**config.mk**
```make
export PLATFORM = sky130hd
export DESIGN_NAME = port_set_and_compare_skip_ops
export DESIGN_NICKNAME = d
export VERILOG_FILES = /design/src/hw/skip_ops_pkg.sv /design/src/hw/decode_if.sv /design/src/hw/port_set_and_compare_skip_ops.sv /design/src/hw/opcode_decoder.sv
export SDC_FILE = /design/constraint.sdc
export NUM_CORES = 1
export LEC_CHECK = 0
export BUFFER_PORTS_ARGS = -buffer_cell sky130_fd_sc_hd__buf_2
export CAP_MARGIN = 0
export CORE_MARGIN = 3
export CORE_UTILIZATION = 38
export CTS_CLUSTER_SIZE = 8
export DETAILED_ROUTE_END_ITERATION = 10
export PLACE_DENSITY_LB_ADDON = 0.15
export SKIP_LAST_GASP = 1
export SLEW_MARGIN = 40
export SYNTH_ARGS = -nofsm -noshare
export SYNTH_HDL_FRONTEND = slang
export SYNTH_SLANG_ARGS = --single-unit
```
**constraint.sdc**
```tcl
create_clock -name mclk -period 1.5 [get_ports mclk]
set_clock_uncertainty 0.1 [all_clocks]
set_input_delay 0.15 -clock mclk [delete_from_list [all_inputs] [get_ports mclk]]
set_output_delay 0.15 -clock mclk [all_outputs]
set_load 0.05 [all_outputs]
```
**src/hw/skip_ops_pkg.sv**
```systemverilog
// constants and types shared by the port-set and compare-skip logic
package skip_ops_pkg;
    localparam int WORD_W = 10;
    localparam int NIB_W = 4;
    localparam int PORT_W = 6;
    localparam logic [3:0] PORT_MAX_INDEX = 4'h5;
    localparam int SKIP_MODE_BIT = 0;
    localparam logic [9:0] OP_SET_PORT_BIT = 10'h015;
    localparam logic [9:0] OP_COMPARE_MEM = 10'h04c;
    localparam logic [9:0] OP_EXT0_SKIP = 10'h070;
    localparam logic [9:0] OP_COMPARE_IMM = 10'h025;
    localparam logic [5:0] OP_IMM_PREFIX = 6'h07;
    localparam logic [5:0] PORT_RESET = 6'h00;
    localparam logic EXT0_RESET = 1'b0;
    localparam logic SKIP_RESET = 1'b0;
    localparam logic [5:0] PORT_ONE = 6'h01;

    typedef logic [WORD_W-1:0] word_t;
    typedef logic [NIB_W-1:0] nib_t;

    // gray step along idle -> operand only; idle -> operand skip flips both bits
    typedef enum logic [1:0] {
        ST_IDLE = 2'b00,
        ST_OPERAND = 2'b01,
        ST_SKIP_OPERAND = 2'b11
    } seq_state_e;
endpackage : skip_ops_pkg

```
**src/hw/decode_if.sv**
```systemverilog
// instruction word and decoded opcode flags between top and decoder
`timescale 1ns/1ps
interface decode_if;
    import skip_ops_pkg::*;
    word_t word;
    logic isSetBit;
    logic isSeaFirst;
    logic isSeam;
    logic isSnz0;
    modport dec (
        input word,
        output isSetBit,
        output isSeaFirst,
        output isSeam,
        output isSnz0
    );
    modport user (
        output word,
        input isSetBit,
        input isSeaFirst,
        input isSeam,
        input isSnz0
    );
endinterface : decode_if

```
**src/hw/port_set_and_compare_skip_ops.sv**
```systemverilog
// port bit set, compare-and-skip and ext0 flag skip execution
//
// What this block does
// - set_port_bit_op, one word one cycle, sets port bit chosen by index
// - port has six bits, so only index values 0 to 5 are valid
// - compare_imm_skip_op is two words, two cycles, 4-bit immediate
// - compare_imm_skip_op skips next instruction when nibble equals immediate
// - compare_mem_skip_op skips next when nibble equals memory nibble
// - ext0_flag_skip_op is one word, one cycle, carry untouched
// - with mode bit 0 and flag set: skip next, then clear flag
// - mode bit is control bit 0; when 1 the op is a no-operation
`timescale 1ns/1ps
module port_set_and_compare_skip_ops (
    input wire logic mclk,
    input wire logic sys_rst,
    input wire logic instrValid,
    input wire skip_ops_pkg::word_t instrWord,
    input wire skip_ops_pkg::nib_t workingNibble,
    input wire skip_ops_pkg::nib_t bitSelect,
    input wire skip_ops_pkg::nib_t memNibble,
    input wire skip_ops_pkg::nib_t intCtrlOne,
    input wire logic ext0Event,
    output logic [skip_ops_pkg::PORT_W-1:0] portOut,
    output logic skipNextOut,
    output logic ext0FlagOut,
    output logic operandWaitOut
);
    import skip_ops_pkg::*;

    seq_state_e state_reg;
    logic [PORT_W-1:0] port_reg;
    logic skip_reg;
    logic ext0_reg;
    logic wait_reg;

    decode_if decBus ();

    assign decBus.word = instrWord;

    opcode_decoder u_decoder (
        .bus(decBus.dec)
    );

    logic execIdle;
    logic modeLocked;
    logic bitInRange;
    logic seamHit;
    logic snzHit;
    logic seaHit;
    logic swallowDone;
    logic skipSet;
    seq_state_e state_next;

    // a word arriving while a skip is pending is discarded, not executed
    assign execIdle = instrValid && !skip_reg && (state_reg == ST_IDLE);
    assign modeLocked = intCtrlOne[SKIP_MODE_BIT];
    assign bitInRange = (bitSelect <= PORT_MAX_INDEX);
    assign seamHit = execIdle && decBus.isSeam
        && (workingNibble == memNibble);
    assign snzHit = execIdle && decBus.isSnz0 && !modeLocked
        && ext0_reg;
    // immediate sits in the low nibble of the second word
    assign seaHit = instrValid && (state_reg == ST_OPERAND)
        && (workingNibble == instrWord[NIB_W-1:0]);
    // a skipped two-word compare also swallows its operand word
    assign swallowDone = instrValid
        && (((state_reg == ST_IDLE) && skip_reg && !decBus.isSeaFirst)
        || (state_reg == ST_SKIP_OPERAND));
    assign skipSet = seamHit || snzHit || seaHit;

    always_comb begin
        state_next = state_reg;
        case (state_reg)
            ST_IDLE: begin
                if (instrValid && decBus.isSeaFirst) begin
                    state_next = skip_reg ? ST_SKIP_OPERAND
                        : ST_OPERAND;
                end
            end
            ST_OPERAND: begin
                if (instrValid) begin
                    state_next = ST_IDLE;
                end
            end
            ST_SKIP_OPERAND: begin
                if (instrValid) begin
                    state_next = ST_IDLE;
                end
            end
            default: begin
                state_next = ST_IDLE;
            end
        endcase
    end

    always_ff @(posedge mclk or posedge sys_rst) begin
        if (sys_rst) begin
            state_reg <= ST_IDLE;
        end else begin
            state_reg <= state_next;
        end
    end

    always_ff @(posedge mclk or posedge sys_rst) begin
        if (sys_rst) begin
            wait_reg <= 1'b0;
        end else begin
            wait_reg <= (state_next != ST_IDLE);
        end
    end

    // no carry is kept here: none of these ops may touch it
    always_ff @(posedge mclk or posedge sys_rst) begin
        if (sys_rst) begin
            port_reg <= PORT_RESET;
        end else if (execIdle && decBus.isSetBit && bitInRange) begin
            port_reg[bitSelect[2:0]] <= 1'b1;
        end
        // out-of-range index falls through and leaves the port alone
    end

    always_ff @(posedge mclk or posedge sys_rst) begin
        if (sys_rst) begin
            skip_reg <= SKIP_RESET;
        end else if (skipSet) begin
            skip_reg <= 1'b1;
        end else if (swallowDone) begin
            skip_reg <= 1'b0;
        end
    end

    // a new request in the clearing cycle wins, so no event is lost
    always_ff @(posedge mclk or posedge sys_rst) begin
        if (sys_rst) begin
            ext0_reg <= EXT0_RESET;
        end else if (ext0Event) begin
            ext0_reg <= 1'b1;
        end else if (snzHit) begin
            ext0_reg <= 1'b0;
        end
    end

    assign portOut = port_reg;
    assign skipNextOut = skip_reg;
    assign ext0FlagOut = ext0_reg;
    assign operandWaitOut = wait_reg;

    property p_set_bit;
        @(posedge mclk) disable iff (sys_rst)
        (execIdle && decBus.isSetBit && bitInRange) |=>
            (port_reg == ($past(port_reg)
            | (PORT_ONE << $past(bitSelect[2:0]))));
    endproperty
    a_set_bit: assert property (p_set_bit)
        else $error("port bit not set by set op");

    property p_range_nop;
        @(posedge mclk) disable iff (sys_rst)
        (execIdle && decBus.isSetBit && !bitInRange) |=>
            ($stable(port_reg) && !skip_reg && $stable(state_reg));
    endproperty
    a_range_nop: assert property (p_range_nop)
        else $error("out of range set op changed state");

    property p_port_only_by_set;
        @(posedge mclk) disable iff (sys_rst)
        !(execIdle && decBus.isSetBit) |=> $stable(port_reg);
    endproperty
    a_port_only_by_set: assert property (p_port_only_by_set)
        else $error("port changed without a set op");

    property p_imm_two_words;
        @(posedge mclk) disable iff (sys_rst)
        (execIdle && decBus.isSeaFirst) |=>
            (wait_reg && !skip_reg && (state_reg == ST_OPERAND));
    endproperty
    a_imm_two_words: assert property (p_imm_two_words)
        else $error("immediate compare did not wait for operand");

    property p_imm_skip;
        @(posedge mclk) disable iff (sys_rst)
        (instrValid && (state_reg == ST_OPERAND)) |=>
            (skip_reg == $past(workingNibble == instrWord[3:0]))
            && !wait_reg;
    endproperty
    a_imm_skip: assert property (p_imm_skip)
        else $error("immediate compare skip wrong");

    property p_mem_skip;
        @(posedge mclk) disable iff (sys_rst)
        (execIdle && decBus.isSeam) |=>
            (skip_reg == $past(workingNibble == memNibble));
    endproperty
    a_mem_skip: assert property (p_mem_skip)
        else $error("memory compare skip wrong");

    property p_ext0_skip;
        @(posedge mclk) disable iff (sys_rst)
        (execIdle && decBus.isSnz0 && !modeLocked) |=>
            (skip_reg == $past(ext0_reg));
    endproperty
    a_ext0_skip: assert property (p_ext0_skip)
        else $error("ext0 skip decision wrong");

    property p_ext0_clear;
        @(posedge mclk) disable iff (sys_rst)
        (snzHit && !ext0Event) |=> !ext0_reg;
    endproperty
    a_ext0_clear: assert property (p_ext0_clear)
        else $error("ext0 flag not cleared after skip");

    property p_ext0_locked;
        @(posedge mclk) disable iff (sys_rst)
        (execIdle && decBus.isSnz0 && modeLocked) |=>
            !skip_reg && (ext0_reg == $past(ext0_reg || ext0Event));
    endproperty
    a_ext0_locked: assert property (p_ext0_locked)
        else $error("locked ext0 op acted");

    property p_one_cycle_ops;
        @(posedge mclk) disable iff (sys_rst)
        (execIdle && (decBus.isSeam || decBus.isSnz0
            || decBus.isSetBit)) |=> !wait_reg;
    endproperty
    a_one_cycle_ops: assert property (p_one_cycle_ops)
        else $error("single word op held the sequencer");

    property p_snz_one_cycle;
        @(posedge mclk) disable iff (sys_rst)
        (execIdle && decBus.isSnz0) |=> (state_reg == ST_IDLE);
    endproperty
    a_snz_one_cycle: assert property (p_snz_one_cycle)
        else $error("ext0 op left sequencer busy");

    property p_event_wins;
        @(posedge mclk) disable iff (sys_rst)
        ext0Event |=> ext0_reg [*1] ##1 (ext0_reg || $past(snzHit));
    endproperty
    a_event_wins: assert property (p_event_wins)
        else $error("ext0 request lost");

    property p_swallow;
        @(posedge mclk) disable iff (sys_rst)
        (skip_reg && instrValid && (state_reg == ST_IDLE)
            && !decBus.isSeaFirst) |=> !skip_reg && $stable(port_reg);
    endproperty
    a_swallow: assert property (p_swallow)
        else $error("skipped word was executed");
endmodule : port_set_and_compare_skip_ops

```
**src/hw/opcode_decoder.sv**
```systemverilog
// full ten-bit opcode match for the four handled instructions
`timescale 1ns/1ps
module opcode_decoder (
    decode_if.dec bus
);
    import skip_ops_pkg::*;

    // exact compares: any other word is left to the rest of the core
    always_comb begin
        bus.isSetBit = (bus.word == OP_SET_PORT_BIT);
        bus.isSeaFirst = (bus.word == OP_COMPARE_IMM);
        bus.isSeam = (bus.word == OP_COMPARE_MEM);
        bus.isSnz0 = (bus.word == OP_EXT0_SKIP);
    end
endmodule : opcode_decoder

```
# Word-level counts from Yosys, hierarchy flattened
# Index checks and enable logic that the tools add are counted.
# totals
register_bits,11
in_bits,30
out_inout_bits,9
word_cells,54
# classes
n_lt_le_gt_ge,3
eq_ne,8
n_mux,10
n_bitwise,1
n_reduce_logical,27
# ops
cell,n
$eq A10 B7 Y1 const B,2
$logic_and A1 B1 Y1,16
$eq A10 B5 Y1 const B,1
$eq A10 B6 Y1 const B,1
$eq A4 B4 Y1,2
$mux W2,3
$or A6 B6 Y6,1
$reduce_bool A2 Y1,3
$mux W1,5
$le A4 B3 Y1 const B,1
$lt A3 B4 Y1 const B,1
$pmux W2 S2,1
$demux W1 S3,1
$ge A3 B1 Y1 const B,1
$logic_not A1 Y1,3
$logic_or A1 B1 Y1,3
$eq A2 B1 Y1 const B,1
$eq A2 B2 Y1 const B,1
$logic_not A2 Y1,1
$reduce_or A2 Y1,1

# Longest topological paths before layout
# depth
word_depth,9
mapped_depth,4
depth_no_buf,4

# By module
# Synthesis repeated with hierarchy kept, for this count alone.
# unflattened
hier_cells,60
hier_area_um2,675.6
# by_module_without_submodules
mod,n_inst,cells_each,area_per_inst_um2,seq_area_each_um2
port_set_and_compare_skip_ops,1,51,583.1,275.3
opcode_decoder,1,9,92.6,0.0

# Least setup slack after synthesis
# No wires, ideal clock.
# synth_path
path_kind,register to register
start,register skip_reg (netlist: skipNextOut)
end,register skip_reg (netlist: skipNextOut)
setup_time_ps,71
arrival_ps,1621
t_required_ps,1329
path_slack_ps,-292
path_stages_with_launch,5
n_path_buf,0
synth_period_minus_slack_ps,1792
path_cell_list,dfrtp_1 -> or4b_1 -> nor4_4 -> nand2_1 -> nand4_1
# synth_between
elab_chain_cells,9
word_cells_on_any_way,16
cone_classes,mux (1); reduce/logical (15)
# synth_lines
item,line,text
"start, declared",port_set_and_compare_skip_ops.sv:32,logic skip_reg;
"start signal, assigned",port_set_and_compare_skip_ops.sv:124,skip_reg <= SKIP_RESET;
"start signal, assigned",port_set_and_compare_skip_ops.sv:126,skip_reg <= 1'b1;
"start signal, assigned",port_set_and_compare_skip_ops.sv:128,skip_reg <= 1'b0;
$logic_not A1 Y1,port_set_and_compare_skip_ops.sv:55,assign execIdle = instrValid && !skip_reg && (state_reg == ST_IDLE);
$logic_and A1 B1 Y1 (2 in series),port_set_and_compare_skip_ops.sv:55,
$logic_and A1 B1 Y1 (2 in series),port_set_and_compare_skip_ops.sv:60,assign snzHit = execIdle && decBus.isSnz0 && !modeLocked
$logic_and A1 B1 Y1,port_set_and_compare_skip_ops.sv:61,&& ext0_reg;
$logic_or A1 B1 Y1 (2 in series),port_set_and_compare_skip_ops.sv:69,assign skipSet = seamHit || snzHit || seaHit;
$mux W1 / $reduce_bool A2 Y1 (equally long branches),n/a,
# Parallel ways exist; a longest one is shown, timed or not.
# A chain may end at the register's enable or synchronous reset.

# Final worst setup path
# layout_path
start,register state_reg[1]
end,register skip_reg (netlist: skipNextOut)
# layout_between
elab_chain_cells,8
word_cells_on_any_way,19
cone_classes,eq/ne (2); mux (1); reduce/logical (16)
# layout_lines
item,line,text
"start, declared",port_set_and_compare_skip_ops.sv:30,seq_state_e state_reg;
"start signal, assigned",port_set_and_compare_skip_ops.sv:100,state_reg <= state_next;
$logic_not A2 Y1,"port_set_and_compare_skip_ops.sv:55, port_set_and_compare_skip_ops.sv:67",
$logic_and A1 B1 Y1,port_set_and_compare_skip_ops.sv:55,
$logic_and A1 B1 Y1 (2 in series),port_set_and_compare_skip_ops.sv:60,
$logic_and A1 B1 Y1,port_set_and_compare_skip_ops.sv:61,
$logic_or A1 B1 Y1 (2 in series),port_set_and_compare_skip_ops.sv:69,
$mux W1 / $reduce_bool A2 Y1 (equally long branches),n/a,
# Parallel ways exist; a longest one is shown, timed or not.

==> impl_metrics.toml <==
[final_layout]
largest_reg_flops = 6
diodes = 0
fin_area_um2 = 1000
nets = 142
layout.cells.non_filler = 136
syn2layout_area_growth_pct = 40.8
final_common_cell = "buf_2"
final_cell_mix = "buf_2, dfrtp_1, inv_1"
drive_above_1_share_pct = 49.5
finalCoreUtilization_pct = 57.3

[synth]
syn_area_um2 = 711
synth_fp_nets = 96
synth.avg_cell_area_um2 = 10.8
netlist_instances = 66
ys_warn_count = 0
synth_seq_cells = 11
synth_seq_area_share_pct = 38.7
yosysUniqueCellTypes = 28

[power]
power_uw = 605
peakVddDrop_mv = 0.600
powerDensity_nw_per_um2 = 604
clockPowerShare_pct = 32.7
p_int_uw = 457
p_comb_share_pct = 18.1
switchingPower_uw = 148
p_leak_uw = 0.000530
p_seq_share_pct = 49.1
power.share.switching_pct = 24.4

[outcome]
status = "completed"

[worst_setup_path]
crit_chain = "or3b_4 > nor4_4 > nand2_1 > nand4_1"
worst-setup-path-type = "register to register"
critical_path_buf_inv_count = 0
cpMaxStageDelayCell = "or3b_4"
path_max_fanout = 4
startpoint_type = "register"
cp_top_family = "simple AND/OR/NAND/NOR gates"
r2r_start = "state_reg[1]"
max_stage_delay_ns = 0.43
cp-startpoint = "state_reg[1]"
cp.arrival_ns = 1.56
endpoint_kind = "register"
cp_data_required_time_ns = 1.60

[cts]
ctsRootBufferMaster = "clkbuf_4"
clock_sinks = 11
htreeDepth = 1
cts_tree = "done"
cts_buffer_depth = 2
clock_latency_ns = 0.27
cts-buffers-inserted = 3
path_clk_slew_ns = 0.07

[placed_design]
hpwl_mm = 1.29
placed_area_um2 = 945
numPlacedInstances = 129
portBuffers = 35
place_congestion = 0.755

[hold_path]
hold_path_startpoint = "bitSelect[2]"
hp-class = "input port to register"

[sta]
worstMarginPinSlew_ns = 0.405
hold_viol = 0
setup_violations = 0
fin_crit_sh_pct = 97.5
hold_ws_ns = 0.0446
max_freq_ghz = 0.684
final_max_slew_viol_count = 0
slew_headroom_pct = 73.0
rsz0062_at_grt = "yes"
post-route-min-period_ns = 1.46

[drt]
drt_wl_total_mm = 1.51
drt-initial-drc-count = 5
vias = 656
drc = 0
dr.pass1.iters = 4
wl_per_cell_um = 11.1
ant_nets = 0
vias_per_cell = 4.82

[floorplan]
fp-row-count = 15
pin_count = 39
core_area_um2 = 1750
die_area_um2 = 2430
die_w_um = 49.2
start_util_pct = 40.7
die_h_um = 49.2

[global_routing]
grt_overflow = 0
grt_pass1_wl_mm = 2.55
grt_max_degree = 12
track_usage_pct = 13.7
grt_pass1_vias = 617
antenna_found_initial = 0

[job]
maxCapViolCount = 0
final timing paths:
path                                    end  slack (ns)  cells after the start
worst max register to register  skipNextOut        0.04                      4
worst min register to register   portOut[1]        0.36                      1
worst max-delay path            skipNextOut        0.04                      4
min in group asynchronous        portOut[0]        0.30                      3
worst min-delay path             portOut[0]        0.04                      2
max in group asynchronous       skipNextOut        0.69                      3
layout make-up:
cell class	instances	area, um2
clock buffer	4	26.3
fill	188	744
inverter	6	22.5
multi-input combinational	49	419
sequential	11	277
tap	25	31.3
timing repair buffer	41	225
per-layer routing:
metal	track usage, %	routed length, um	up-vias	share of wire (%)
met2	21.9	738	19	49
met5	0	0	-	0
met1	16.8	646	299	43
met3	5.20	109	5	7.2
met4	4.27	15	0	0.99
li1	-	-	333	-
per-stage QoR:
stage          setup slack, ns  setup TNS (ns)
6_report                0.0375               0
3_5_place_dp           -0.0200         -0.0310
5_1_grt                -0.0544         -0.0926
2_1_floorplan          -0.0109         -0.0109
3_3_place_gp          -0.00237        -0.00237
4_1_cts                0.00738               0
Yosys cell counts:
library cell / instances / share of area [%]
and2b_1: 1 / 1.1
nor2_4: 1 / 1.6
nand3_1: 1 / 0.70
nor4_1: 2 / 1.8
nand4_1: 4 / 3.5
nor2_1: 2 / 1.1
nor4bb_1: 1 / 1.4
a31oi_1: 1 / 0.88
and4b_1: 1 / 1.4
o31ai_4: 1 / 3.0
or4b_1: 2 / 2.8
or3b_1: 1 / 1.2
or4b_4: 1 / 1.9
o21ai_0: 4 / 2.8
xnor2_1: 3 / 3.7
nor3_1: 2 / 1.4
nand2b_1: 2 / 1.8
and4bb_2: 1 / 1.8
o31ai_2: 1 / 1.8
nand3b_1: 1 / 1.1
o21bai_1: 2 / 2.1
nor4_4: 1 / 3.0
xor2_1: 5 / 6.2
nand2_1: 4 / 2.1
inv_1: 6 / 3.2
nand4b_4: 1 / 3.3
o21bai_2: 3 / 4.8
dfrtp_1: 11 / 39
cell families (layout without fill, tap and decap cells):
logic type	count (synthesis)	in the layout	share of synthesized area [%]
AOI/OAI and AO/OA	12	12	15.3
and+or+nand+nor	29	29	32.9
xor gates and xnor gates	8	8	9.86
buffers and inverters	6	51	3.17
DFF	11	11	38.7
timing repair:
item / in CTS / in global routing
hold buffers: 2 / 0
buffers inserted: 0 / 1
endpoints found under the setup margin: 1 / 4
endpoints found under the hold margin: 12 / 0
resized for setup: 1 / 0
power groups by stage:
| stage | Sequential, uW | Clock [uW] | Combinational, uW |
|---|---|---|---|
| floorplan | 304 | 0 | 43.5 |
| global placement | 303 | 0 | 104 |
| detailed placement | 303 | 0 | 106 |
| CTS | 297 | 209 | 112 |
| global route | 297 | 229 | 121 |
| finish | 297 | 198 | 110 |
(Power assumes the default switching activity.)
